File: src/afemc_defines.vh
`ifndef AFEMC_DEFINES_VH
`define AFEMC_DEFINES_VH

// ==========================================================
// Register offsets
`define AFEMC_OFS_CONVERSION_BUSY_CTRL    8'h00
`define AFEMC_OFS_AMP_LOW      8'h02
`define AFEMC_OFS_AMP_HIGH     8'h03
`define AFEMC_OFS_TEMP_LOW     8'h06
`define AFEMC_OFS_TEMP_HIGH    8'h07
`define AFEMC_OFS_LADDER_SW    8'h0f
`define AFEMC_OFS_BIAS_LEVEL   8'h10
`define AFEMC_OFS_IO_ROUTING   8'h11
`define AFEMC_OFS_POWER_EN     8'h12

// ==========================================================
// Field positions
`define AFEMC_MODE_BIT         0
`define AFEMC_SRC_HI           2
`define AFEMC_SRC_LO           1
`define AFEMC_BUSY_BIT         3
`define AFEMC_LADDER_TIA_BIT   5
`define AFEMC_LADDER_POT_BIT   4
`define AFEMC_TIA_SENSOR_BIT   6
`define AFEMC_POT_SENSOR_BIT   5
`define AFEMC_ONWARD_BIT       3
`define AFEMC_PREAMP_BIT       2
`define AFEMC_TIA_BIAS_HI      7
`define AFEMC_TIA_BIAS_LO      5
`define AFEMC_POT_BIAS_HI      4
`define AFEMC_POT_BIAS_LO      0

// ==========================================================
// Input source codes and reset values
`define AFEMC_SRC_TEMP         2'h0
`define AFEMC_SRC_AMP          2'h1
`define AFEMC_RST_BYTE         8'h00

// ==========================================================
// Two-wire address: base bits above the three strap bits (value arbitrary)
`define AFEMC_ADDR_BASE        4'h9

`endif

File: src/afemc_top.v
`timescale 1ns/10ps
`include "afemc_defines.vh"

module afemc_top
(
  input  wire        clock,
  input  wire        sys_rst,
  input  wire [2:0]  addr_strap,
  input  wire        scl_in,
  input  wire        sda_in,
  output wire        sda_out,
  output reg         sda_drive_n,
  input  wire        adc_done,
  input  wire [15:0] adc_data,
  output wire        adc_start,
  output wire [1:0]  adc_source,
  output wire        ladder_to_tia_switch,
  output wire        ladder_to_potentiostat_switch,
  output wire        tia_sensor_input_select,
  output wire        potentiostat_sensor_input_select,
  output wire        onward_signal_select,
  output wire        preamp_enable,
  output wire [2:0]  tia_bias_level,
  output wire [4:0]  potentiostat_bias_level,
  output wire        bias_ladder_power,
  output wire [7:0]  block_power_enable
);

  // ========================================================
  // Two-wire slave states
  localparam [6:0] ST_IDLE = 7'h01;
  localparam [6:0] ST_ADDR = 7'h02;
  localparam [6:0] ST_AACK = 7'h04;
  localparam [6:0] ST_RECV = 7'h08;
  localparam [6:0] ST_RACK = 7'h10;
  localparam [6:0] ST_SEND = 7'h20;
  localparam [6:0] ST_SACK = 7'h40;

  // Offset match, shared by write decode and read mux
  function is_ofs;
    input [7:0] addr;
    input [7:0] ofs;
    begin
      is_ofs = (addr == ofs);
    end
  endfunction

  reg  [6:0]  state_q;
  reg         scl_q;
  reg         sda_q;
  reg  [7:0]  shift_q;
  reg  [7:0]  tx_q;
  reg  [3:0]  bit_cnt_q;
  reg  [7:0]  ptr_q;
  reg         ptr_phase_q;
  reg         rw_q;
  reg         master_ack_q;
  reg         wr_stb_q;
  reg  [7:0]  wr_addr_q;
  reg  [7:0]  wr_data_q;
  reg  [2:0]  ctrl_q;
  reg  [7:0]  ladder_sw_q;
  reg  [7:0]  bias_level_q;
  reg  [7:0]  io_routing_q;
  reg  [7:0]  power_en_q;
  reg  [7:0]  rd_byte;
  wire        scl_rise;
  wire        scl_fall;
  wire        bus_start;
  wire        bus_stop;
  wire        start_req;
  wire        stop_req;
  wire        busy;
  wire [15:0] amp_res;
  wire [9:0]  temp_res;
  wire [6:0]  my_addr;

  assign my_addr   = {`AFEMC_ADDR_BASE, addr_strap};
  assign sda_out   = 1'b0;
  assign scl_rise  = scl_in & ~scl_q;
  assign scl_fall  = ~scl_in & scl_q;
  assign bus_start = scl_in & scl_q & sda_q & ~sda_in;
  assign bus_stop  = scl_in & scl_q & ~sda_q & sda_in;

  // ========================================================
  // Line history for edge and condition detection
  always @(posedge clock or posedge sys_rst)
  begin
    if (sys_rst)
    begin
      scl_q <= 1'b1;
      sda_q <= 1'b1;
    end
    else
    begin
      scl_q <= scl_in;
      sda_q <= sda_in;
    end
  end

  // ========================================================
  // Two-wire byte engine with auto-incrementing register pointer
  always @(posedge clock or posedge sys_rst)
  begin
    if (sys_rst)
    begin
      state_q      <= ST_IDLE;
      shift_q      <= 8'h00;
      tx_q         <= 8'h00;
      bit_cnt_q    <= 4'h0;
      ptr_q        <= 8'h00;
      ptr_phase_q  <= 1'b0;
      rw_q         <= 1'b0;
      master_ack_q <= 1'b0;
      sda_drive_n  <= 1'b1;
      wr_stb_q     <= 1'b0;
      wr_addr_q    <= 8'h00;
      wr_data_q    <= 8'h00;
    end
    else
    begin
      wr_stb_q <= 1'b0;
      if (bus_start)
      begin
        state_q     <= ST_ADDR;
        bit_cnt_q   <= 4'h0;
        ptr_phase_q <= 1'b1;
        sda_drive_n <= 1'b1;
      end
      else if (bus_stop)
      begin
        state_q     <= ST_IDLE;
        sda_drive_n <= 1'b1;
      end
      else
      begin
        case (state_q)
          ST_IDLE:
          begin
            sda_drive_n <= 1'b1;
          end
          ST_ADDR:
          begin
            if (scl_rise)
            begin
              shift_q   <= {shift_q[6:0], sda_in};
              bit_cnt_q <= bit_cnt_q + 4'h1;
            end
            else if (scl_fall && bit_cnt_q == 4'h8)
            begin
              if (shift_q[7:1] == my_addr)
              begin
                rw_q        <= shift_q[0];
                sda_drive_n <= 1'b0;
                state_q     <= ST_AACK;
              end
              else
                state_q <= ST_IDLE;
            end
          end
          ST_AACK:
          begin
            if (scl_fall)
            begin
              bit_cnt_q <= 4'h0;
              if (rw_q)
              begin
                tx_q        <= rd_byte;
                sda_drive_n <= rd_byte[7];
                state_q     <= ST_SEND;
              end
              else
              begin
                sda_drive_n <= 1'b1;
                state_q     <= ST_RECV;
              end
            end
          end
          ST_RECV:
          begin
            if (scl_rise)
            begin
              shift_q   <= {shift_q[6:0], sda_in};
              bit_cnt_q <= bit_cnt_q + 4'h1;
            end
            else if (scl_fall && bit_cnt_q == 4'h8)
            begin
              sda_drive_n <= 1'b0;
              state_q     <= ST_RACK;
              if (ptr_phase_q)
              begin
                ptr_q       <= shift_q;
                ptr_phase_q <= 1'b0;
              end
              else
              begin
                wr_stb_q  <= 1'b1;
                wr_addr_q <= ptr_q;
                wr_data_q <= shift_q;
                ptr_q     <= ptr_q + 8'h01;
              end
            end
          end
          ST_RACK:
          begin
            if (scl_fall)
            begin
              sda_drive_n <= 1'b1;
              bit_cnt_q   <= 4'h0;
              state_q     <= ST_RECV;
            end
          end
          ST_SEND:
          begin
            if (scl_fall)
            begin
              if (bit_cnt_q == 4'h7)
              begin
                sda_drive_n <= 1'b1;
                ptr_q       <= ptr_q + 8'h01;
                state_q     <= ST_SACK;
              end
              else
              begin
                tx_q        <= {tx_q[6:0], 1'b0};
                sda_drive_n <= tx_q[6];
                bit_cnt_q   <= bit_cnt_q + 4'h1;
              end
            end
          end
          ST_SACK:
          begin
            if (scl_rise)
              master_ack_q <= ~sda_in;
            else if (scl_fall)
            begin
              // A missing acknowledge ends the read burst
              if (master_ack_q)
              begin
                tx_q        <= rd_byte;
                sda_drive_n <= rd_byte[7];
                bit_cnt_q   <= 4'h0;
                state_q     <= ST_SEND;
              end
              else
                state_q <= ST_IDLE;
            end
          end
          default:
          begin
            state_q     <= ST_IDLE;
            sda_drive_n <= 1'b1;
          end
        endcase
      end
    end
  end

  // ========================================================
  // Software registers
  always @(posedge clock or posedge sys_rst)
  begin
    if (sys_rst)
    begin
      ctrl_q       <= 3'h0;
      ladder_sw_q  <= `AFEMC_RST_BYTE;
      bias_level_q <= `AFEMC_RST_BYTE;
      io_routing_q <= `AFEMC_RST_BYTE;
      power_en_q   <= `AFEMC_RST_BYTE;
    end
    else if (wr_stb_q)
    begin
      if (is_ofs(wr_addr_q, `AFEMC_OFS_CONVERSION_BUSY_CTRL))
        ctrl_q <= wr_data_q[`AFEMC_SRC_HI:`AFEMC_MODE_BIT];
      if (is_ofs(wr_addr_q, `AFEMC_OFS_LADDER_SW))
        ladder_sw_q <= wr_data_q;
      if (is_ofs(wr_addr_q, `AFEMC_OFS_BIAS_LEVEL))
        bias_level_q <= wr_data_q;
      if (is_ofs(wr_addr_q, `AFEMC_OFS_IO_ROUTING))
        io_routing_q <= wr_data_q;
      if (is_ofs(wr_addr_q, `AFEMC_OFS_POWER_EN))
        power_en_q <= wr_data_q;
    end
  end

  // Start or stop on a control write; the start takes the new mode and source
  assign start_req = wr_stb_q & is_ofs(wr_addr_q, `AFEMC_OFS_CONVERSION_BUSY_CTRL) &
                     wr_data_q[`AFEMC_BUSY_BIT];
  assign stop_req  = wr_stb_q & is_ofs(wr_addr_q, `AFEMC_OFS_CONVERSION_BUSY_CTRL) &
                     ~wr_data_q[`AFEMC_BUSY_BIT];

  // ========================================================
  // Read mux; unmapped offsets read zero
  always @*
  begin
    rd_byte = 8'h00;
    if (is_ofs(ptr_q, `AFEMC_OFS_CONVERSION_BUSY_CTRL))
      rd_byte = {4'h0, busy, ctrl_q};
    else if (is_ofs(ptr_q, `AFEMC_OFS_AMP_LOW))
      rd_byte = amp_res[7:0];
    else if (is_ofs(ptr_q, `AFEMC_OFS_AMP_HIGH))
      rd_byte = amp_res[15:8];
    else if (is_ofs(ptr_q, `AFEMC_OFS_TEMP_LOW))
      rd_byte = temp_res[7:0];
    else if (is_ofs(ptr_q, `AFEMC_OFS_TEMP_HIGH))
      rd_byte = {6'h00, temp_res[9:8]};
    else if (is_ofs(ptr_q, `AFEMC_OFS_LADDER_SW))
      rd_byte = ladder_sw_q;
    else if (is_ofs(ptr_q, `AFEMC_OFS_BIAS_LEVEL))
      rd_byte = bias_level_q;
    else if (is_ofs(ptr_q, `AFEMC_OFS_IO_ROUTING))
      rd_byte = io_routing_q;
    else if (is_ofs(ptr_q, `AFEMC_OFS_POWER_EN))
      rd_byte = power_en_q;
  end

  // ========================================================
  // Analog control outputs straight from register bits
  assign ladder_to_tia_switch             = ladder_sw_q[`AFEMC_LADDER_TIA_BIT];
  assign ladder_to_potentiostat_switch    = ladder_sw_q[`AFEMC_LADDER_POT_BIT];
  assign tia_sensor_input_select          = io_routing_q[`AFEMC_TIA_SENSOR_BIT];
  assign potentiostat_sensor_input_select = io_routing_q[`AFEMC_POT_SENSOR_BIT];
  assign onward_signal_select             = io_routing_q[`AFEMC_ONWARD_BIT];
  assign preamp_enable                    = io_routing_q[`AFEMC_PREAMP_BIT];
  assign tia_bias_level    = bias_level_q[`AFEMC_TIA_BIAS_HI:`AFEMC_TIA_BIAS_LO];
  assign potentiostat_bias_level = bias_level_q[`AFEMC_POT_BIAS_HI:`AFEMC_POT_BIAS_LO];
  assign block_power_enable = power_en_q;
  assign bias_ladder_power  = power_en_q[7];

  // ========================================================
  // Conversion sequencer
  afemc_conv_seq u_seq
  (
    .clock                  (clock),
    .sys_rst                (sys_rst),
    .start_req              (start_req),
    .stop_req               (stop_req),
    .conversion_mode_select (wr_data_q[`AFEMC_MODE_BIT]),
    .input_source_select    (wr_data_q[`AFEMC_SRC_HI:`AFEMC_SRC_LO]),
    .adc_done               (adc_done),
    .adc_data               (adc_data),
    .adc_start              (adc_start),
    .adc_source             (adc_source),
    .conversion_busy        (busy),
    .amplifier_result       (amp_res),
    .temperature_result     (temp_res)
  );

endmodule // afemc_top

File: src/afemc_conv_seq.v
`timescale 1ns/10ps
`include "afemc_defines.vh"

module afemc_conv_seq
(
  input  wire        clock,
  input  wire        sys_rst,
  input  wire        start_req,
  input  wire        stop_req,
  input  wire        conversion_mode_select,
  input  wire [1:0]  input_source_select,
  input  wire        adc_done,
  input  wire [15:0] adc_data,
  output reg         adc_start,
  output reg  [1:0]  adc_source,
  output wire        conversion_busy,
  output reg  [15:0] amplifier_result,
  output reg  [9:0]  temperature_result
);

  // ========================================================
  // Sequencer states
  localparam [2:0] ST_IDLE   = 3'h1;
  localparam [2:0] ST_LAUNCH = 3'h2;
  localparam [2:0] ST_WAIT   = 3'h4;

  reg  [2:0] state_q;
  reg        run_on_q;
  wire       src_ok;

  // Only temperature and amplifier path are converted here
  assign src_ok = (input_source_select == `AFEMC_SRC_TEMP) ||
                  (input_source_select == `AFEMC_SRC_AMP);

  assign conversion_busy = ~state_q[0];

  // ========================================================
  // Launch, wait for the converter, capture, restart or stop
  always @(posedge clock or posedge sys_rst)
  begin
    if (sys_rst)
    begin
      state_q            <= ST_IDLE;
      run_on_q           <= 1'b0;
      adc_start          <= 1'b0;
      adc_source         <= 2'h0;
      amplifier_result   <= 16'h0000;
      temperature_result <= 10'h000;
    end
    else
    begin
      adc_start <= 1'b0;
      if (stop_req)
        run_on_q <= 1'b0;
      case (state_q)
        ST_IDLE:
        begin
          if (start_req && src_ok)
          begin
            adc_source <= input_source_select;
            run_on_q   <= conversion_mode_select;
            state_q    <= ST_LAUNCH;
          end
        end
        ST_LAUNCH:
        begin
          adc_start <= 1'b1;
          state_q   <= ST_WAIT;
        end
        ST_WAIT:
        begin
          if (adc_done)
          begin
            if (adc_source == `AFEMC_SRC_TEMP)
              temperature_result <= adc_data[15:6];
            else
              amplifier_result <= adc_data;
            // Single mode ends here; continuous relaunches until stopped
            if (run_on_q && !stop_req)
              state_q <= ST_LAUNCH;
            else
              state_q <= ST_IDLE;
          end
        end
        default:
        begin
          state_q <= ST_IDLE;
        end
      endcase
    end
  end

endmodule // afemc_conv_seq

File: config.mk
export PLATFORM = sky130hd
export DESIGN_NAME = afemc_top
export DESIGN_NICKNAME = d
export VERILOG_FILES = /design/src/afemc_top.v /design/src/afemc_conv_seq.v
export VERILOG_INCLUDE_DIRS = /design/src
export SDC_FILE = /design/constraint.sdc
export NUM_CORES = 1
export LEC_CHECK = 0
export ABC_AREA = 1
export ABC_CLOCK_PERIOD_IN_PS = 6150
export BUFFER_PORTS_ARGS = -buffer_cell sky130_fd_sc_hd__buf_2
export CELL_PAD_IN_SITES_DETAIL_PLACEMENT = 1
export CELL_PAD_IN_SITES_GLOBAL_PLACEMENT = 1
export CORE_MARGIN = 1
export CORE_UTILIZATION = 48
export CTS_BUF_LIST = sky130_fd_sc_hd__clkbuf_8 sky130_fd_sc_hd__clkbuf_16
export DETAILED_ROUTE_END_ITERATION = 10
export HOLD_SLACK_MARGIN = 0.12
export PLACE_DENSITY_LB_ADDON = 0.08
export SYNTH_ARGS = -nofsm -noshare
export SYNTH_HDL_FRONTEND = slang
export SYNTH_SLANG_ARGS = --single-unit
File: constraint.sdc
create_clock -name clock -period 6.15 [get_ports clock]
set_clock_uncertainty 0.15 [all_clocks]
set_input_delay 0.615 -clock clock [delete_from_list [all_inputs] [get_ports clock]]
set_output_delay 0.615 -clock clock [all_outputs]
set_load 0.005 [all_outputs]
Word level (Yosys, flattened, before mapping)
Cells that the tools add are included.
Widths: inputs -> output; s select.
Operators by class
  add/subtract/negate cells: 2
  equality and inequality tests: 60
  multiplexer cells: 82
  bitwise operators: 21
  reductions and logical operators: 35
Operators with widths (number)
  $mux 7: 19
  $mux 8: 14
  $pmux 7 s7: 1
  $eq 8x5->1 const B: 6
  $ne 4x4->1 const B: 12
  $mux 4: 9
  $mux 1: 28
  $ne 2x2->1 const B: 12
  $reduce_and 11->1: 2
  $pmux 7 s3: 1
  $ne 3x3->1 const B: 6
  $eq 8x2->1 const B: 2
  $eq 8x3->1 const B: 2
  $eq 8x4->1 const B: 2
  $logic_not 8->1: 2
  $pmux 4 s4: 1
  $pmux 8 s2: 1
  $reduce_and 2->1: 7
  $mux 6: 2
  $reduce_and 4->1: 3
  $reduce_and 6->1: 2
  $not 1->1: 11
  $and 1x1->1: 10
  $reduce_and 10->1: 1
  33 further kinds: 44
Storage, ports and cells
  register bits after elaboration: 125
  bits of input ports: 24
  output and inout bits: 28
  logic and storage cells: 225

Longest topological paths before layout
Gate-level depths: netlist of the first run.
  depth after elaboration: 16
  depth in mapped cells: 16
  depth with buffers taken out: 16

Cells and area by module
A second synthesis of the first run with hierarchy kept.
Second synthesis, totals
  cell total of the unflattened synthesis: 835
  area total of the unflattened synthesis: 6541.3 um2
By module, submodules not included
  afemc_top: instances 1, cells each 689, area each 5148.7 um2, sequential area each 2307.2 um2
  afemc_conv_seq: instances 1, cells each 146, area each 1392.6 um2, sequential area each 827.0 um2

Least setup slack after synthesis of the first run
No wires, ideal clock.
  path type: input to register
  start point: in sda_in
  end point: reg state_q[0]
  setup time: 0.068 ns
  data arrival time: 1.828 ns
  setup slack: 4.104 ns
  stages on the path: 12
  buffers on the path: 1
  cells stage by stage: nor3_4 > inv_4 > nand2_8 > nor2_2 > nand2_1 > nand2_1 > nor2_2 > inv_1 > nor2_2 > buf_6 > nor2_1 > a21oi_2
Between the ends
  longest elaborated chain between the ends: 4
  elaborated cells between the ends (all ways): 17
  those cells by class: eq/ne: 11; mux: 2; bitwise: 3; reduce/logical: 1
RTL lines
  start, declared: RTL line afemc_top.v:10  | input wire sda_in,
  $not 1->1: RTL line afemc_top.v:82  | assign bus_start = scl_in & scl_q & sda_q & ~sda_in;
  $and 1x1->1: RTL line afemc_top.v:82
  $ne 4x4->1 (no source line) or $ne 3x3->1 (tied branches)
  $reduce_and 11->1 (no source line)
  end signal, assigned: RTL line afemc_top.v:107  | state_q <= ST_IDLE;
  end signal, assigned: RTL line afemc_top.v:125  | state_q <= ST_ADDR;
  end signal, assigned: RTL line afemc_top.v:132  | state_q <= ST_IDLE;
  end, declared: RTL line afemc_top.v:48  | reg [6:0] state_q;
Several ways; a longest one is shown, not always the timed one.
A chain may end at the register's enable or synchronous reset.

Worst setup path after layout of the first run
  start point: reg scl_q
  end point: reg wr_addr_q[0]
Between the ends
  longest elaborated chain between the ends: 5
  elaborated cells between the ends (all ways): 13
  those cells by class: bitwise: 11; reduce/logical: 2
RTL lines
  start, declared: RTL line afemc_top.v:49  | reg scl_q;
  start signal, assigned: RTL line afemc_top.v:96  | scl_q <= scl_in;
  $and 1x1->1: RTL line afemc_top.v:82, afemc_top.v:83
  $and 1x1->1, on equally long branches (2 in a row): RTL line afemc_top.v:83, afemc_top.v:82
  $not 1->1 (no source line)
  $reduce_and 6->1 (no source line) *
  end signal, assigned: RTL line afemc_top.v:198  | wr_addr_q <= ptr_q;
  end, declared: RTL line afemc_top.v:59  | reg [7:0] wr_addr_q;
Every way passes the cells marked *; elsewhere a longest branch is shown, timed or not.

==> results of run 1 <==
==> how the worst max path moves through the flow <==
stage | startpoint | to
final | scl_q$_DFF_PP1_ | wr_addr_q[0]$_DFFE_PP0P_
after floorplan | sys_rst | bias_level_q[0]$_DFFE_PP0P_
after CTS | scl_q$_DFF_PP1_ | wr_addr_q[0]$_DFFE_PP0P_
after detailed placement | scl_in | wr_addr_q[3]$_DFFE_PP0P_
after global routing | scl_q$_DFF_PP1_ | wr_addr_q[0]$_DFFE_PP0P_
after global placement | scl_in | wr_addr_q[3]$_DFFE_PP0P_
==> cells in the mapped netlist (all sizes together), types with 7 or more instances <==
cell / instances / area share
a21oi: 28 / 0.024
o21ai: 115 / 0.092
nand3: 34 / 0.028
nor3: 20 / 0.022
nor2: 66 / 0.042
nand2: 230 / 0.14
nand4: 13 / 0.015
inv: 100 / 0.060
or2: 7 / 0.0070
dfrtp: 120 / 0.48
clkbuf: 9 / 0.0054
buf: 9 / 0.0094
==> metrics by stage <==
stage	setup WS [ps]	std cells
final	3540	1032
after global routing	3210	1032
after CTS	3510	1032
after detailed placement	3400	1001
after global placement	3530	1001
after floorplan	2070	796
==> registers in the layout, summed over array words and instances, names as in the netlist, 8 cells and up <==
name,cells
u_seq.amplifier_result,16
u_seq.temperature_result,10
bias_level_q,8
block_power_enable,8
io_routing_q,8
ladder_sw_q,8
ptr_q,8
shift_q,8
wr_addr_q,8
wr_data_q,8
==> critical path, stage by stage, from the launching register on <==
cell	delay, ps
sky130_fd_sc_hd__dfstp_2	540
sky130_fd_sc_hd__inv_1	60
sky130_fd_sc_hd__nor2_1	230
sky130_fd_sc_hd__nand3_1	300
sky130_fd_sc_hd__nor3_4	730
sky130_fd_sc_hd__inv_1	240
sky130_fd_sc_hd__nand2_1	120
sky130_fd_sc_hd__o21ai_0	100
==> power by group through the flow <==
stage          Clock [mW]  Sequential [mW]  Combinational, mW
6_report            0.943            0.898              0.219
3_5_place_dp            0            0.912              0.219
2_1_floorplan           0            0.903              0.175
5_1_grt             0.986            0.902              0.251
4_1_cts             0.953            0.898              0.222
3_3_place_gp            0            0.909              0.208
==> logic make-up (layout without fill, tap and decap cells) <==
| logic type | count (synthesis) | in the layout |
|---|---|---|
| flip-flops | 125 | 125 |
| adder cells (fa/ha/maj) | 6 | 6 |
| buffers and inverters | 119 | 183 |
| AO/OA/AOI/OAI | 159 | 159 |
| XOR/XNOR | 6 | 6 |
| multiplexers | 4 | 4 |
| AND/OR/NAND/NOR | 376 | 376 |
| other | 1 | 1 |
==> layout by cell type (no fill, tap or decap), drive strengths merged <==
master	n
xor2	5
clkbuf	21
a21oi	28
xnor2	1
dfstp	5
nand4	13
nor2	66
nor4	3
a21boi	4
or2	7
nand2	230
buf	51
nor3	20
dfrtp	120
o21ai	115
o211ai	6
o22ai	3
bufinv	1
a31oi	2
conb	1
and3	1
inv	102
ha	6
clkinv	8
o21a	1
nand3b	2
nand3	34
mux2	4
==> final cells by class <==
class	count	area share
Sequential cell	125	0.436
Timing Repair Buffer	51	0.0358
Clock inverter	10	0.0101
Clock buffer	21	0.0668
Multi-Input combinational cell	552	0.369
Inverter	101	0.0534
Tap cell	172	0.0299
==> metal layers <==
| metal | wire length (microns) | GRT usage |
|---|---|---|
| met1 | 8240 | 0.385 |
| met2 | 8800 | 0.473 |
| met4 | 414 | 0.101 |
| met3 | 635 | 0.0597 |
| met5 | 0 | 0 |
==> metrics.txt, run 1 <==
# TYPE chip_impl_metric gauge
chip_impl_info{name="run_status",value="complete, no violations"} 1
chip_impl_metric{name="net_sw_power",unit="uW"} 536
chip_impl_metric{name="power.density",unit="mW/mm^2"} 286
chip_impl_metric{name="peakVddDrop",unit="mV"} 0.193
chip_impl_metric{name="synth.lib_cells_used.distinct",unit=""} 40
chip_impl_metric{name="internal_power",unit="mW"} 1.52
chip_impl_metric{name="clock-sinks",unit=""} 125
chip_impl_metric{name="holdBufCountCts",unit=""} 0
chip_impl_metric{name="finalSetupViolCount",unit=""} 0
chip_impl_metric{name="final_nets",unit=""} 878
chip_impl_metric{name="n_antenna_cell",unit=""} 0
chip_impl_metric{name="count_of_flip_flops_with_a_built_in_enable_after_synthesis",unit=""} 0
chip_impl_metric{name="register_area",unit="sq mm"} 0.00313
chip_impl_info{name="worst_hold_startpoint",value="scl_in"} 1
chip_impl_info{name="critical_path_class",value="reg -> reg"} 1
chip_impl_metric{name="detail_route.drc_violations",unit=""} 0
chip_impl_metric{name="dp.final_hpwl",unit="microns"} 12700
chip_impl_metric{name="ffs_w_async_s_r_synth",unit=""} 1.00
chip_impl_metric{name="synth-adder-area-share",unit=""} 0.0120
chip_impl_metric{name="grt_pass1_vias",unit=""} 5651
chip_impl_metric{name="clock_insertion_delay_worst_skew",unit="ps"} 430
chip_impl_metric{name="via_count",unit=""} 5599
chip_impl_metric{name="num-fill-cells",unit=""} 1627
chip_impl_metric{name="pwr-share-comb",unit=""} 0.106
chip_impl_metric{name="max-slew-margin-rel",unit=""} 0.357
chip_impl_info{name="ctsRootBufferMaster",value="sky130_fd_sc_hd__clkbuf_16"} 1
chip_impl_metric{name="grt_start_max_net_pins",unit=""} 78
chip_impl_metric{name="multi_input_comb_area",unit="sq mm"} 0.00265
chip_impl_info{name="critical_path.reg2reg.startpoint",value="scl_q$_DFF_PP1_"} 1
chip_impl_metric{name="route.final.wire_length",unit="microns"} 18100
chip_impl_metric{name="postLayoutCoreUtil",unit=""} 0.568
chip_impl_metric{name="grt_first_pass_wirelength",unit="microns"} 29200
chip_impl_metric{name="path_clk_slew",unit="ps"} 60
chip_impl_metric{name="io_buffer_count",unit=""} 50
chip_impl_metric{name="pwr-share-seq",unit=""} 0.436
chip_impl_metric{name="ioPinCount",unit=""} 52
chip_impl_metric{name="finalHoldViolCount",unit=""} 0
chip_impl_metric{name="placer_congestion_estimate",unit=""} 0.860
chip_impl_metric{name="netlist_instances",unit=""} 796
chip_impl_metric{name="min_delay_path_depth",unit=""} 1
chip_impl_metric{name="reg2reg_setup_slack",unit="ps"} 3540
chip_impl_metric{name="globalRoute.totalOverflow",unit=""} 0
chip_impl_metric{name="timing.setup.tns",unit="ps"} 0
chip_impl_metric{name="placement_rows",unit=""} 41
chip_impl_info{name="postSynth.topFlopCell",value="sky130_fd_sc_hd__dfrtp_1"} 1
chip_impl_metric{name="start_util",unit=""} 0.494
chip_impl_metric{name="stdcell_area",unit="sq mm"} 0.00720
chip_impl_metric{name="detail_route.iter0.violations",unit=""} 348
chip_impl_metric{name="synth_warnings",unit=""} 0
chip_impl_metric{name="fin_crit",unit="ps"} 2610
chip_impl_metric{name="floorplan.die_area",unit="sq mm"} 0.0135
chip_impl_info{name="synth_top_family_by_area",value="simple AND/OR/NAND/NOR gates"} 1
chip_impl_info{name="holdPathEnd",value="scl_q$_DFF_PP1_"} 1
chip_impl_metric{name="synth_xor_area_frac",unit=""} 0.00839
chip_impl_metric{name="wire_per_inst",unit="microns"} 17.5
chip_impl_metric{name="worst-r2r-cell-count",unit=""} 7
chip_impl_metric{name="share_of_the_clock_period_used_by_the_worst_path_after_layout",unit=""} 0.425
chip_impl_metric{name="cts_post_setup_buffers_inserted",unit=""} 0
chip_impl_info{name="timing.hold.worst.class",value="in -> reg"} 1
chip_impl_metric{name="ant_nets",unit=""} 0
chip_impl_info{name="startpoint_kind_of_the_worst_setup_timing_path",value="flip-flop"} 1
chip_impl_metric{name="cts.repair.resized",unit=""} 0
chip_impl_metric{name="synth.net_count",unit=""} 826
chip_impl_metric{name="final.hold.worst_slack",unit="ps"} 173
chip_impl_metric{name="clk_path_buf_depth",unit=""} 2
chip_impl_metric{name="synth-seq-area-share",unit=""} 0.501
chip_impl_metric{name="synth_simple_gate_area_share",unit=""} 0.262
chip_impl_metric{name="critPathRequiredTime",unit="ps"} 6300
chip_impl_metric{name="switching_fraction_of_total_power",unit=""} 0.260
chip_impl_metric{name="cts_made_buffers",unit=""} 17
chip_impl_metric{name="fp.dieW",unit="microns"} 116
chip_impl_metric{name="die_h",unit="microns"} 116
chip_impl_metric{name="syn-cell-area",unit="sq mm"} 0.00626
chip_impl_metric{name="syn2layout_area_growth",unit="%"} 14.9
chip_impl_metric{name="placed_area",unit="sq mm"} 0.00664
chip_impl_metric{name="core_region_area",unit="sq mm"} 0.0127
chip_impl_metric{name="worst_ep_arrival_time",unit="ps"} 2760
chip_impl_info{name="unrepaired_setup_endpoints_after_global_routing",value="false"} 1
chip_impl_metric{name="power_leakage",unit="nW"} 3.75
chip_impl_metric{name="ys_seq_elements",unit=""} 125
chip_impl_metric{name="clockPowerShare",unit=""} 0.458
chip_impl_metric{name="post_synth_mux_area_share",unit=""} 0.00719
chip_impl_metric{name="syn_avg_cell_area",unit="sq um"} 7.87
chip_impl_metric{name="grt_antenna_before_repair",unit=""} 0
chip_impl_info{name="crit-reg2reg-capture",value="wr_addr_q[0]$_DFFE_PP0P_"} 1
chip_impl_metric{name="totalPowerFinal",unit="mW"} 2.06
chip_impl_metric{name="maxCapViolCount",unit=""} 0
chip_impl_info{name="cts_tree",value="yes"} 1
chip_impl_metric{name="synth_compound_area_frac",unit=""} 0.134
chip_impl_metric{name="clock_tree.htree_level_count",unit=""} 4
chip_impl_metric{name="detail_route.vias_per_cell",unit=""} 5.43
chip_impl_metric{name="slew_violations",unit=""} 0
chip_impl_metric{name="maximum_frequency_from_static_timing_analysis",unit="MHz"} 383
chip_impl_metric{name="gr-usage-all-layers",unit=""} 0.290
chip_impl_metric{name="drtPass1Iterations",unit=""} 5
chip_impl_metric{name="critical_path_peak_fanout",unit=""} 28
chip_impl_info{name="crit_path_end_kind",value="flip-flop"} 1
chip_impl_metric{name="post_route_cells_drive_above_1_share",unit=""} 0.141
chip_impl_metric{name="tightest_slew",unit="ps"} 965
Note: power is estimated with default switching activity, not from simulation.
==> run 2, diff against run 1 <==
--- a/config.mk
+++ b/config.mk
@@ -7,12 +7,12 @@
 export NUM_CORES = 1
 export LEC_CHECK = 0
 export ABC_AREA = 1
-export ABC_CLOCK_PERIOD_IN_PS = 6150
+export ABC_CLOCK_PERIOD_IN_PS = 2200
 export BUFFER_PORTS_ARGS = -buffer_cell sky130_fd_sc_hd__buf_2
 export CELL_PAD_IN_SITES_DETAIL_PLACEMENT = 1
 export CELL_PAD_IN_SITES_GLOBAL_PLACEMENT = 1
 export CORE_MARGIN = 1
-export CORE_UTILIZATION = 48
+export CORE_UTILIZATION = 40
 export CTS_BUF_LIST = sky130_fd_sc_hd__clkbuf_8 sky130_fd_sc_hd__clkbuf_16
 export DETAILED_ROUTE_END_ITERATION = 10
 export HOLD_SLACK_MARGIN = 0.12
==> constraint.sdc (replaced) <==
create_clock -name clock -period 2.2 [get_ports clock]
set_clock_uncertainty 0.15 [all_clocks]
set_input_delay 0.22 -clock clock [delete_from_list [all_inputs] [get_ports clock]]
set_output_delay 0.22 -clock clock [all_outputs]
set_load 0.005 [all_outputs]
==> run 2 against run 1 <==
  * Critical path type unchanged
  * Critical path depth rose by 7
  * Sequential share of layout area fell by 4.8 points
  * Largest cell class unchanged
  * Final area rose by 13%
  * Critical endpoint is now state_q[2]$_DFFE_PP0P_
  * Non-clock buffer count rose by 76
  * Global-route usage fell by 3.8 points
==> metrics.txt, run 2 (synthesized netlist as in run 1, its figures left out) <==
# TYPE chip_impl_metric gauge
chip_impl_info{name="run_status",value="complete, no violations"} 1
chip_impl_info{name="unrepaired_setup_endpoints_after_global_routing",value="true"} 1
chip_impl_metric{name="totalPowerFinal",unit="mW"} 5.99
chip_impl_info{name="gr-max-usage-layer",value="met2"} 1
chip_impl_metric{name="drtPass1Iterations",unit=""} 4
chip_impl_metric{name="grt_first_pass_wirelength",unit="microns"} 31200
chip_impl_metric{name="via_count",unit=""} 5797
chip_impl_metric{name="die_h",unit="microns"} 127
chip_impl_metric{name="ant_nets",unit=""} 0
chip_impl_metric{name="maxCapViolCount",unit=""} 0
chip_impl_metric{name="n_antenna_cell",unit=""} 0
chip_impl_metric{name="ioPinCount",unit=""} 52
chip_impl_metric{name="wire_per_inst",unit="microns"} 16.8
chip_impl_metric{name="detail_route.vias_per_cell",unit=""} 5.06
chip_impl_metric{name="globalRouteMet1Util",unit=""} 0.326
chip_impl_info{name="ctsRootBufferMaster",value="sky130_fd_sc_hd__clkbuf_16"} 1
chip_impl_info{name="reg.largest.list",value="u_seq.amplifier_result: 16 flops, u_seq.temperature_result: 10 flops"} 1
chip_impl_metric{name="power_leakage",unit="nW"} 4.13
chip_impl_metric{name="timing.critical_path.buf_inv",unit=""} 5
chip_impl_metric{name="critical-path-max-stage-delay",unit="ps"} 560
chip_impl_info{name="timing.hold.worst.class",value="in -> async"} 1
chip_impl_info{name="critical-path-top-delay-family",value="simple AND/OR/NAND/NOR gates"} 1
chip_impl_metric{name="grt_antenna_before_repair",unit=""} 0
chip_impl_metric{name="dp.final_hpwl",unit="microns"} 13900
chip_impl_metric{name="worst_ep_arrival_time",unit="ps"} 2310
chip_impl_info{name="layout.cells.most_common_list",value="220 x sky130_fd_sc_hd__nand2_1, 117 x sky130_fd_sc_hd__dfrtp_1, 108 x sky130_fd_sc_hd__o21ai_0"} 1
chip_impl_metric{name="critPathRequiredTime",unit="ps"} 2370
chip_impl_info{name="layout_commonest_cell",value="sky130_fd_sc_hd__nand2_1"} 1
chip_impl_metric{name="slew_violations",unit=""} 0
chip_impl_metric{name="power.density",unit="mW/mm^2"} 738
chip_impl_metric{name="syn2layout_area_growth",unit="%"} 29.5
chip_impl_metric{name="placement_rows",unit=""} 45
chip_impl_metric{name="largest_register_ff_count",unit=""} 16
chip_impl_metric{name="gr-usage-all-layers",unit=""} 0.252
chip_impl_metric{name="grt_start_max_net_pins",unit=""} 63
chip_impl_info{name="crit_path_end_kind",value="flip-flop"} 1
chip_impl_metric{name="detail_route.drc_violations",unit=""} 0
chip_impl_info{name="registers.top_by_ff_count",value="u_seq.amplifier_result"} 1
chip_impl_metric{name="path_clk_slew",unit="ps"} 60
chip_impl_metric{name="placer_congestion_estimate",unit=""} 0.861
chip_impl_metric{name="final_nets",unit=""} 954
chip_impl_metric{name="fp.dieW",unit="microns"} 127
chip_impl_metric{name="clock_tree.htree_level_count",unit=""} 4
chip_impl_metric{name="grtUsageMet3",unit=""} 0.0456
chip_impl_metric{name="globalRoute.totalOverflow",unit=""} 0
chip_impl_info{name="cts_tree",value="yes"} 1
chip_impl_info{name="startpoint_kind_of_the_worst_setup_timing_path",value="flip-flop"} 1
chip_impl_metric{name="postLayoutCoreUtil",unit=""} 0.531
chip_impl_metric{name="worst-r2r-cell-count",unit=""} 14
chip_impl_metric{name="maximum_frequency_from_static_timing_analysis",unit="MHz"} 467
chip_impl_metric{name="cts_made_buffers",unit=""} 17
chip_impl_metric{name="number_of_cells_on_the_critical_path",unit=""} 14
chip_impl_metric{name="critical_path_peak_fanout",unit=""} 6
chip_impl_info{name="critical_path_class",value="reg -> reg"} 1
chip_impl_metric{name="final.hold.worst_slack",unit="ps"} 159
chip_impl_metric{name="grtUsageMet2",unit=""} 0.432
chip_impl_info{name="cp_slowest_cell",value="sky130_fd_sc_hd__dfstp_2"} 1
chip_impl_metric{name="detail_route.iter0.violations",unit=""} 226
chip_impl_metric{name="grt_pass1_vias",unit=""} 6117
chip_impl_metric{name="io_buffer_count",unit=""} 50
chip_impl_metric{name="tightest_slew",unit="ps"} 615
chip_impl_metric{name="clock_insertion_delay_worst_skew",unit="ps"} 420
chip_impl_metric{name="finalSetupViolCount",unit=""} 0
chip_impl_metric{name="peakVddDrop",unit="mV"} 0.538
chip_impl_metric{name="post_route_cells_drive_above_1_share",unit=""} 0.226
chip_impl_info{name="timing.critical_path.cells",value="nand2_4, nor3_4, inv_4, nand2_8, inv_4, nand3_2, nand2_2, nor2_4, inv_2, nor2_2, buf_6, inv_2, nor2_2, nor2_1"} 1
chip_impl_metric{name="clock-sinks",unit=""} 125
chip_impl_metric{name="core_region_area",unit="sq mm"} 0.0153
chip_impl_metric{name="max-slew-margin-rel",unit=""} 0.589
chip_impl_metric{name="start_util",unit=""} 0.410
chip_impl_metric{name="floorplan.die_area",unit="sq mm"} 0.0162
chip_impl_metric{name="clk_path_buf_depth",unit=""} 2
chip_impl_metric{name="finalHoldViolCount",unit=""} 0
chip_impl_metric{name="timing.setup.tns",unit="ps"} 0
chip_impl_metric{name="share_of_the_clock_period_used_by_the_worst_path_after_layout",unit=""} 0.973
chip_impl_metric{name="route.final.wire_length",unit="microns"} 19300
chip_impl_metric{name="fin_crit",unit="ps"} 2140
-- run 2: where the power goes --
part | total, mW | leakage [nW] | internal (mW) | switching, mW
combinational | 0.825 | 2.26 | 0.354 | 0.471
sequential | 2.52 | 1.58 | 2.42 | 0.107
clock | 2.64 | 0.287 | 1.64 | 0.998
-- run 2: what timing repair did --
action | in CTS | in global routing
endpoints found under the setup margin | 15 | 42
endpoints found under the hold margin | 154 | 0
pin swaps | 1 | 12
hold buffers | 20 | 0
buffers inserted | 0 | 16
gates resized for setup | 5 | 48
cloned | 0 | 1
-- run 2: routing by layer --
| layer | share of wire | vias up |
|---|---|---|
| met5 | 0 | - |
| met4 | 0.013 | 0 |
| met3 | 0.024 | 19 |
| met2 | 0.49 | 74 |
| met1 | 0.47 | 2880 |
| li1 | - | 2824 |
-- run 2: final timing paths --
kind,startpoint,endpoint,slack (ps)
min in group clock,addr_strap[2],state_q[2]$_DFFE_PP0P_,320
max in group asynchronous,sys_rst,sda_drive_n$_DFFE_PP1P_,1080
worst max-delay path,scl_q$_DFF_PP1_,state_q[2]$_DFFE_PP0P_,60
worst max register to register,scl_q$_DFF_PP1_,state_q[2]$_DFFE_PP0P_,60
worst min-delay path,sys_rst,u_seq.temperature_result[3]$_DFFE_PP0P_,160
worst min register to register,master_ack_q$_DFFE_PP0P_,master_ack_q$_DFFE_PP0P_,330
-- run 2: final cells by class --
| type | count | area (sq um) |
|---|---|---|
| Sequential cell | 125 | 3140 |
| Clock buffer | 21 | 480 |
| Timing Repair Buffer | 127 | 966 |
| Multi-Input combinational cell | 552 | 2800 |
| Fill cell | 1853 | 7150 |
| Inverter | 101 | 388 |
| Clock inverter | 9 | 71.3 |
| Tap cell | 211 | 264 |
-- run 2: worst register-to-register path, cell delays in order, from the launching register on --
cell,delay (ps)
sky130_fd_sc_hd__dfstp_2,560
sky130_fd_sc_hd__nand2_4,70
sky130_fd_sc_hd__nor3_4,210
sky130_fd_sc_hd__inv_4,90
sky130_fd_sc_hd__nand2_8,110
sky130_fd_sc_hd__inv_4,50
sky130_fd_sc_hd__nand3_2,80
sky130_fd_sc_hd__nand2_2,90
sky130_fd_sc_hd__nor2_4,130
sky130_fd_sc_hd__inv_2,50
sky130_fd_sc_hd__nor2_2,150
sky130_fd_sc_hd__buf_6,140
sky130_fd_sc_hd__inv_2,40
sky130_fd_sc_hd__nor2_2,80
sky130_fd_sc_hd__nor2_1,40
-- run 2: through the flow --
step / area [sq um] / instances / setup slack [ps]
floorplan: 6260 / 796 / 216
global placement: 7040 / 1079 / -19.1
detailed placement: 7040 / 1079 / -93.7
CTS: 7800 / 1129 / -66.4
global route: 8110 / 1146 / -43.8
finish: 8110 / 1146 / 59.4
==> run 3, diff against run 2 <==
--- a/config.mk
+++ b/config.mk
@@ -11,12 +11,14 @@
 export BUFFER_PORTS_ARGS = -buffer_cell sky130_fd_sc_hd__buf_2
 export CELL_PAD_IN_SITES_DETAIL_PLACEMENT = 1
 export CELL_PAD_IN_SITES_GLOBAL_PLACEMENT = 1
+export CORE_ASPECT_RATIO = 0.6
 export CORE_MARGIN = 1
-export CORE_UTILIZATION = 40
+export CORE_UTILIZATION = 41
 export CTS_BUF_LIST = sky130_fd_sc_hd__clkbuf_8 sky130_fd_sc_hd__clkbuf_16
 export DETAILED_ROUTE_END_ITERATION = 10
 export HOLD_SLACK_MARGIN = 0.12
 export PLACE_DENSITY_LB_ADDON = 0.08
 export SYNTH_ARGS = -nofsm -noshare
 export SYNTH_HDL_FRONTEND = slang
+export SYNTH_HIERARCHICAL = 1
 export SYNTH_SLANG_ARGS = --single-unit
==> run 3 against run 2 <==
  * Utilization barely moved
  * Die area rose by 2.0%
  * Routed wire length increased by 9.3%
  * Clock-buffer cell count stayed put
  * Register-to-register slack about the same
  * Worst hold slack improved by 3.8 ps
  * Largest power group unchanged
==> metrics.txt, run 3 <==
# TYPE chip_impl_metric gauge
chip_impl_metric{name="synth-seq-area-share",unit=""} 0.479
chip_impl_info{name="yosys.area.top_type",value="sky130_fd_sc_hd__dfrtp_1"} 1
chip_impl_metric{name="netlist_instances",unit=""} 835
chip_impl_metric{name="ffs_w_async_s_r_synth",unit=""} 1.00
chip_impl_metric{name="finalSetupViolCount",unit=""} 0
chip_impl_metric{name="grt_antenna_before_repair",unit=""} 0
chip_impl_info{name="critical-path-top-delay-family",value="simple AND/OR/NAND/NOR gates"} 1
chip_impl_metric{name="clock_tree.htree_level_count",unit=""} 4
chip_impl_metric{name="syn2layout_area_growth",unit="%"} 25.5
chip_impl_metric{name="syn_avg_cell_area",unit="sq um"} 7.83
chip_impl_metric{name="wire_per_inst",unit="microns"} 18.2
chip_impl_metric{name="timing.setup.tns",unit="ps"} 0
chip_impl_metric{name="totalPowerFinal",unit="mW"} 7.67
chip_impl_metric{name="detail_route.iter0.violations",unit=""} 335
chip_impl_metric{name="post_route_cells_drive_above_1_share",unit=""} 0.239
chip_impl_metric{name="register_area",unit="sq mm"} 0.00314
chip_impl_info{name="timing.critical_path.cells",value="nand2_2, nor3_4, inv_2, nand2_4, nor2_1, nand2_1, nand4_1, nor2_4, nor2_1, a21oi_1"} 1
chip_impl_metric{name="ioPinCount",unit=""} 52
chip_impl_metric{name="ant_nets",unit=""} 0
chip_impl_metric{name="clock-sinks",unit=""} 125
chip_impl_metric{name="core_region_area",unit="sq mm"} 0.0155
chip_impl_metric{name="slew_violations",unit=""} 0
chip_impl_info{name="timing.hold.worst.class",value="in -> reg"} 1
chip_impl_info{name="run_status",value="complete, no violations"} 1
chip_impl_info{name="synth_top_cells_by_count",value="233 x sky130_fd_sc_hd__nand2_1, 120 x sky130_fd_sc_hd__dfrtp_1, 89 x sky130_fd_sc_hd__inv_1, 72 x sky130_fd_sc_hd__nor2_1, 68 x sky130_fd_sc_hd__o21ai_0"} 1
chip_impl_info{name="layout.cells.most_common_list",value="223 x sky130_fd_sc_hd__nand2_1, 115 x sky130_fd_sc_hd__dfrtp_1, 85 x sky130_fd_sc_hd__inv_1"} 1
chip_impl_info{name="reg.largest.list",value="u_seq/amplifier_result: 16 flops, u_seq/temperature_result: 10 flops"} 1
chip_impl_metric{name="maxCapViolCount",unit=""} 0
chip_impl_metric{name="peakVddDrop",unit="mV"} 0.536
chip_impl_metric{name="dp.final_hpwl",unit="microns"} 14500
chip_impl_metric{name="clock_insertion_delay_worst_skew",unit="ps"} 420
chip_impl_metric{name="drtPass1Iterations",unit=""} 5
chip_impl_info{name="post-synth-top-count-cell",value="sky130_fd_sc_hd__nand2_1"} 1
chip_impl_metric{name="n_antenna_cell",unit=""} 0
chip_impl_metric{name="fin_crit",unit="ps"} 2140
chip_impl_info{name="critical_path_class",value="reg -> reg"} 1
chip_impl_metric{name="route.final.wire_length",unit="microns"} 21100
chip_impl_metric{name="tightest_slew",unit="ps"} 814
chip_impl_metric{name="power_leakage",unit="nW"} 4.14
chip_impl_metric{name="final_nets",unit=""} 972
chip_impl_metric{name="path_clk_slew",unit="ps"} 60
chip_impl_metric{name="detail_route.drc_violations",unit=""} 0
chip_impl_metric{name="synth_warnings",unit=""} 6
chip_impl_metric{name="place_ws",unit="ps"} -42.9
chip_impl_metric{name="fp.dieW",unit="microns"} 165
chip_impl_metric{name="clk_path_buf_depth",unit=""} 2
chip_impl_metric{name="multi_input_comb_area",unit="sq mm"} 0.00302
chip_impl_metric{name="postLayoutCoreUtil",unit=""} 0.531
chip_impl_metric{name="finalHoldViolCount",unit=""} 0
chip_impl_info{name="crit_path_end_kind",value="flip-flop"} 1
chip_impl_metric{name="io_buffer_count",unit=""} 50
chip_impl_metric{name="maximum_frequency_from_static_timing_analysis",unit="MHz"} 467
chip_impl_metric{name="critical-path-max-stage-delay",unit="ps"} 560
chip_impl_metric{name="layout_setup_ws",unit="ps"} 60.8
chip_impl_metric{name="grt_first_pass_wirelength",unit="microns"} 33200
chip_impl_info{name="startpoint_kind_of_the_worst_setup_timing_path",value="flip-flop"} 1
chip_impl_metric{name="syn-cell-area",unit="sq mm"} 0.00654
chip_impl_info{name="postSynth.topFlopCell",value="sky130_fd_sc_hd__dfrtp_1"} 1
chip_impl_info{name="ctsRootBufferMaster",value="sky130_fd_sc_hd__clkbuf_16"} 1
chip_impl_info{name="unrepaired_setup_endpoints_after_global_routing",value="true"} 1
chip_impl_metric{name="placement_rows",unit=""} 35
chip_impl_metric{name="floorplan.die_area",unit="sq mm"} 0.0165
chip_impl_info{name="registers.top_by_ff_count",value="u_seq/amplifier_result"} 1
chip_impl_metric{name="critPathRequiredTime",unit="ps"} 2400
chip_impl_metric{name="grt_start_max_net_pins",unit=""} 75
chip_impl_metric{name="max-slew-margin-rel",unit=""} 0.456
chip_impl_metric{name="largest_register_ff_count",unit=""} 16
chip_impl_metric{name="ys_seq_elements",unit=""} 125
chip_impl_metric{name="via_count",unit=""} 6062
chip_impl_info{name="cts_tree",value="yes"} 1
chip_impl_metric{name="count_of_flip_flops_with_a_built_in_enable_after_synthesis",unit=""} 0
chip_impl_info{name="cp_slowest_cell",value="sky130_fd_sc_hd__dfstp_2"} 1
chip_impl_metric{name="gr-usage-all-layers",unit=""} 0.264
chip_impl_metric{name="start_util",unit=""} 0.423
chip_impl_metric{name="die_h",unit="microns"} 99.8
chip_impl_metric{name="placer_congestion_estimate",unit=""} 0.987
chip_impl_metric{name="timing.critical_path.buf_inv",unit=""} 1
chip_impl_metric{name="power.density",unit="mW/mm^2"} 934
chip_impl_metric{name="globalRoute.totalOverflow",unit=""} 0
chip_impl_metric{name="synth.lib_cells_used.distinct",unit=""} 43
chip_impl_metric{name="grt_pass1_vias",unit=""} 6212
chip_impl_info{name="layout_commonest_cell",value="sky130_fd_sc_hd__nand2_1"} 1
chip_impl_metric{name="cts_made_buffers",unit=""} 17
chip_impl_metric{name="synth.top_cell.area_share",unit=""} 0.459
chip_impl_info{name="worst_path_most_repeated_cell",value="sky130_fd_sc_hd__nor2_1"} 1
chip_impl_metric{name="worst_ep_arrival_time",unit="ps"} 2340
chip_impl_metric{name="detail_route.vias_per_cell",unit=""} 5.23
chip_impl_info{name="synth_top_cells_by_area",value="sky130_fd_sc_hd__dfrtp_1 46%, sky130_fd_sc_hd__nand2_1 13%, sky130_fd_sc_hd__o21ai_0 5.2%"} 1
chip_impl_metric{name="synth.net_count",unit=""} 865
chip_impl_metric{name="num-fill-cells",unit=""} 1887
chip_impl_metric{name="share_of_the_clock_period_used_by_the_worst_path_after_layout",unit=""} 0.972
chip_impl_metric{name="critical_path_peak_fanout",unit=""} 5
## run 3: changes by cell type after synthesis, moves of 9 or more
cell,before,now
sky130_fd_sc_hd__o21ai_0,111,68
sky130_fd_sc_hd__o21ai_1,4,24
sky130_fd_sc_hd__inv_2,5,18
sky130_fd_sc_hd__nor2_1,60,72
sky130_fd_sc_hd__nand3_1,33,42
sky130_fd_sc_hd__o21ai_2,0,16
## run 3: worst paths after layout
| check | start | end | slack, ps | depth (start not counted) |
|---|---|---|---|---|
| worst max-delay path | scl_q$_DFF_PP1_ | state_q[3]$_DFFE_PP0P_ | 60 | 10 |
| worst min-delay path | addr_strap[2] | state_q[2]$_DFFE_PP0P_ | 160 | 5 |
| worst max register to register | scl_q$_DFF_PP1_ | state_q[3]$_DFFE_PP0P_ | 60 | 10 |
| worst min register to register | ladder_sw_q[6]$_DFFE_PP0P_ | ladder_sw_q[6]$_DFFE_PP0P_ | 330 | 2 |
| max in group asynchronous | sys_rst | u_seq/state_q[0]$_DFFE_PP1P_ | 1200 | 4 |
| min in group asynchronous | sys_rst | tx_q[3]$_DFFE_PP0P_ | 300 | 4 |
## run 3: through the flow
stage	hold slack (ps)	area, sq um	std cells
4_1_cts	171	7950	1139
5_1_grt	206	8210	1158
6_report	163	8210	1158
3_5_place_dp	198	7080	1086
3_3_place_gp	192	7080	1086
2_1_floorplan	74.5	6550	835
## run 3: cell type report
class                      instances  share of cell area
clock buffer                      21              0.0585
clock inverter                    11              0.0187
multi-input combinational        584               0.368
timing repair buffer             107              0.0917
inverter                         107              0.0497
sequential                       125               0.383
tap                              203              0.0309
## run 3: timing repair
| item | 4_1_cts | 5_1_grt |
|---|---|---|
| gates resized for setup | 7 | 37 |
| pin swaps | 1 | 11 |
| hold buffers | 20 | 0 |
| setup buffers | 1 | 17 |
| cloned | 0 | 2 |
| endpoints found under the setup margin | 4 | 36 |
| hold endpoints to repair | 152 | 0 |
## run 3: logic make-up after synthesis
group | synth area share
and+or+nand+nor | 0.292
AOI/OAI and AO/OA | 0.126
DFF | 0.479
xor gates and xnor gates | 0.00803
adders and majority gates | 0.0115
other | 0.000573
buffers and inverters | 0.0817
muxes | 0.00153
## run 3: routing by layer
layer  share of wire  GRT usage  wire [microns]
met3           0.038     0.0463             804
met5               0          0               0
met1            0.51      0.392           10700
met4           0.010     0.0642             218
met2            0.44      0.399            9350
## run 3: worst reg2reg max path, stage by stage, from the launching register on
cell	delay, ps
sky130_fd_sc_hd__dfstp_2	560
sky130_fd_sc_hd__nand2_2	80
sky130_fd_sc_hd__nor3_4	210
sky130_fd_sc_hd__inv_2	80
sky130_fd_sc_hd__nand2_4	90
sky130_fd_sc_hd__nor2_1	80
sky130_fd_sc_hd__nand2_1	130
sky130_fd_sc_hd__nand4_1	270
sky130_fd_sc_hd__nor2_4	250
sky130_fd_sc_hd__nor2_1	70
sky130_fd_sc_hd__a21oi_1	110
## run 3: report_power, final
part / internal, mW / total [mW] / switching (mW) / leakage, nW
registers: 2.51 / 2.79 / 0.277 / 1.63
logic: 0.625 / 1.84 / 1.22 / 2.20
clock network: 1.92 / 3.04 / 1.12 / 0.307
total: 5.06 / 7.67 / 2.61 / 4.14
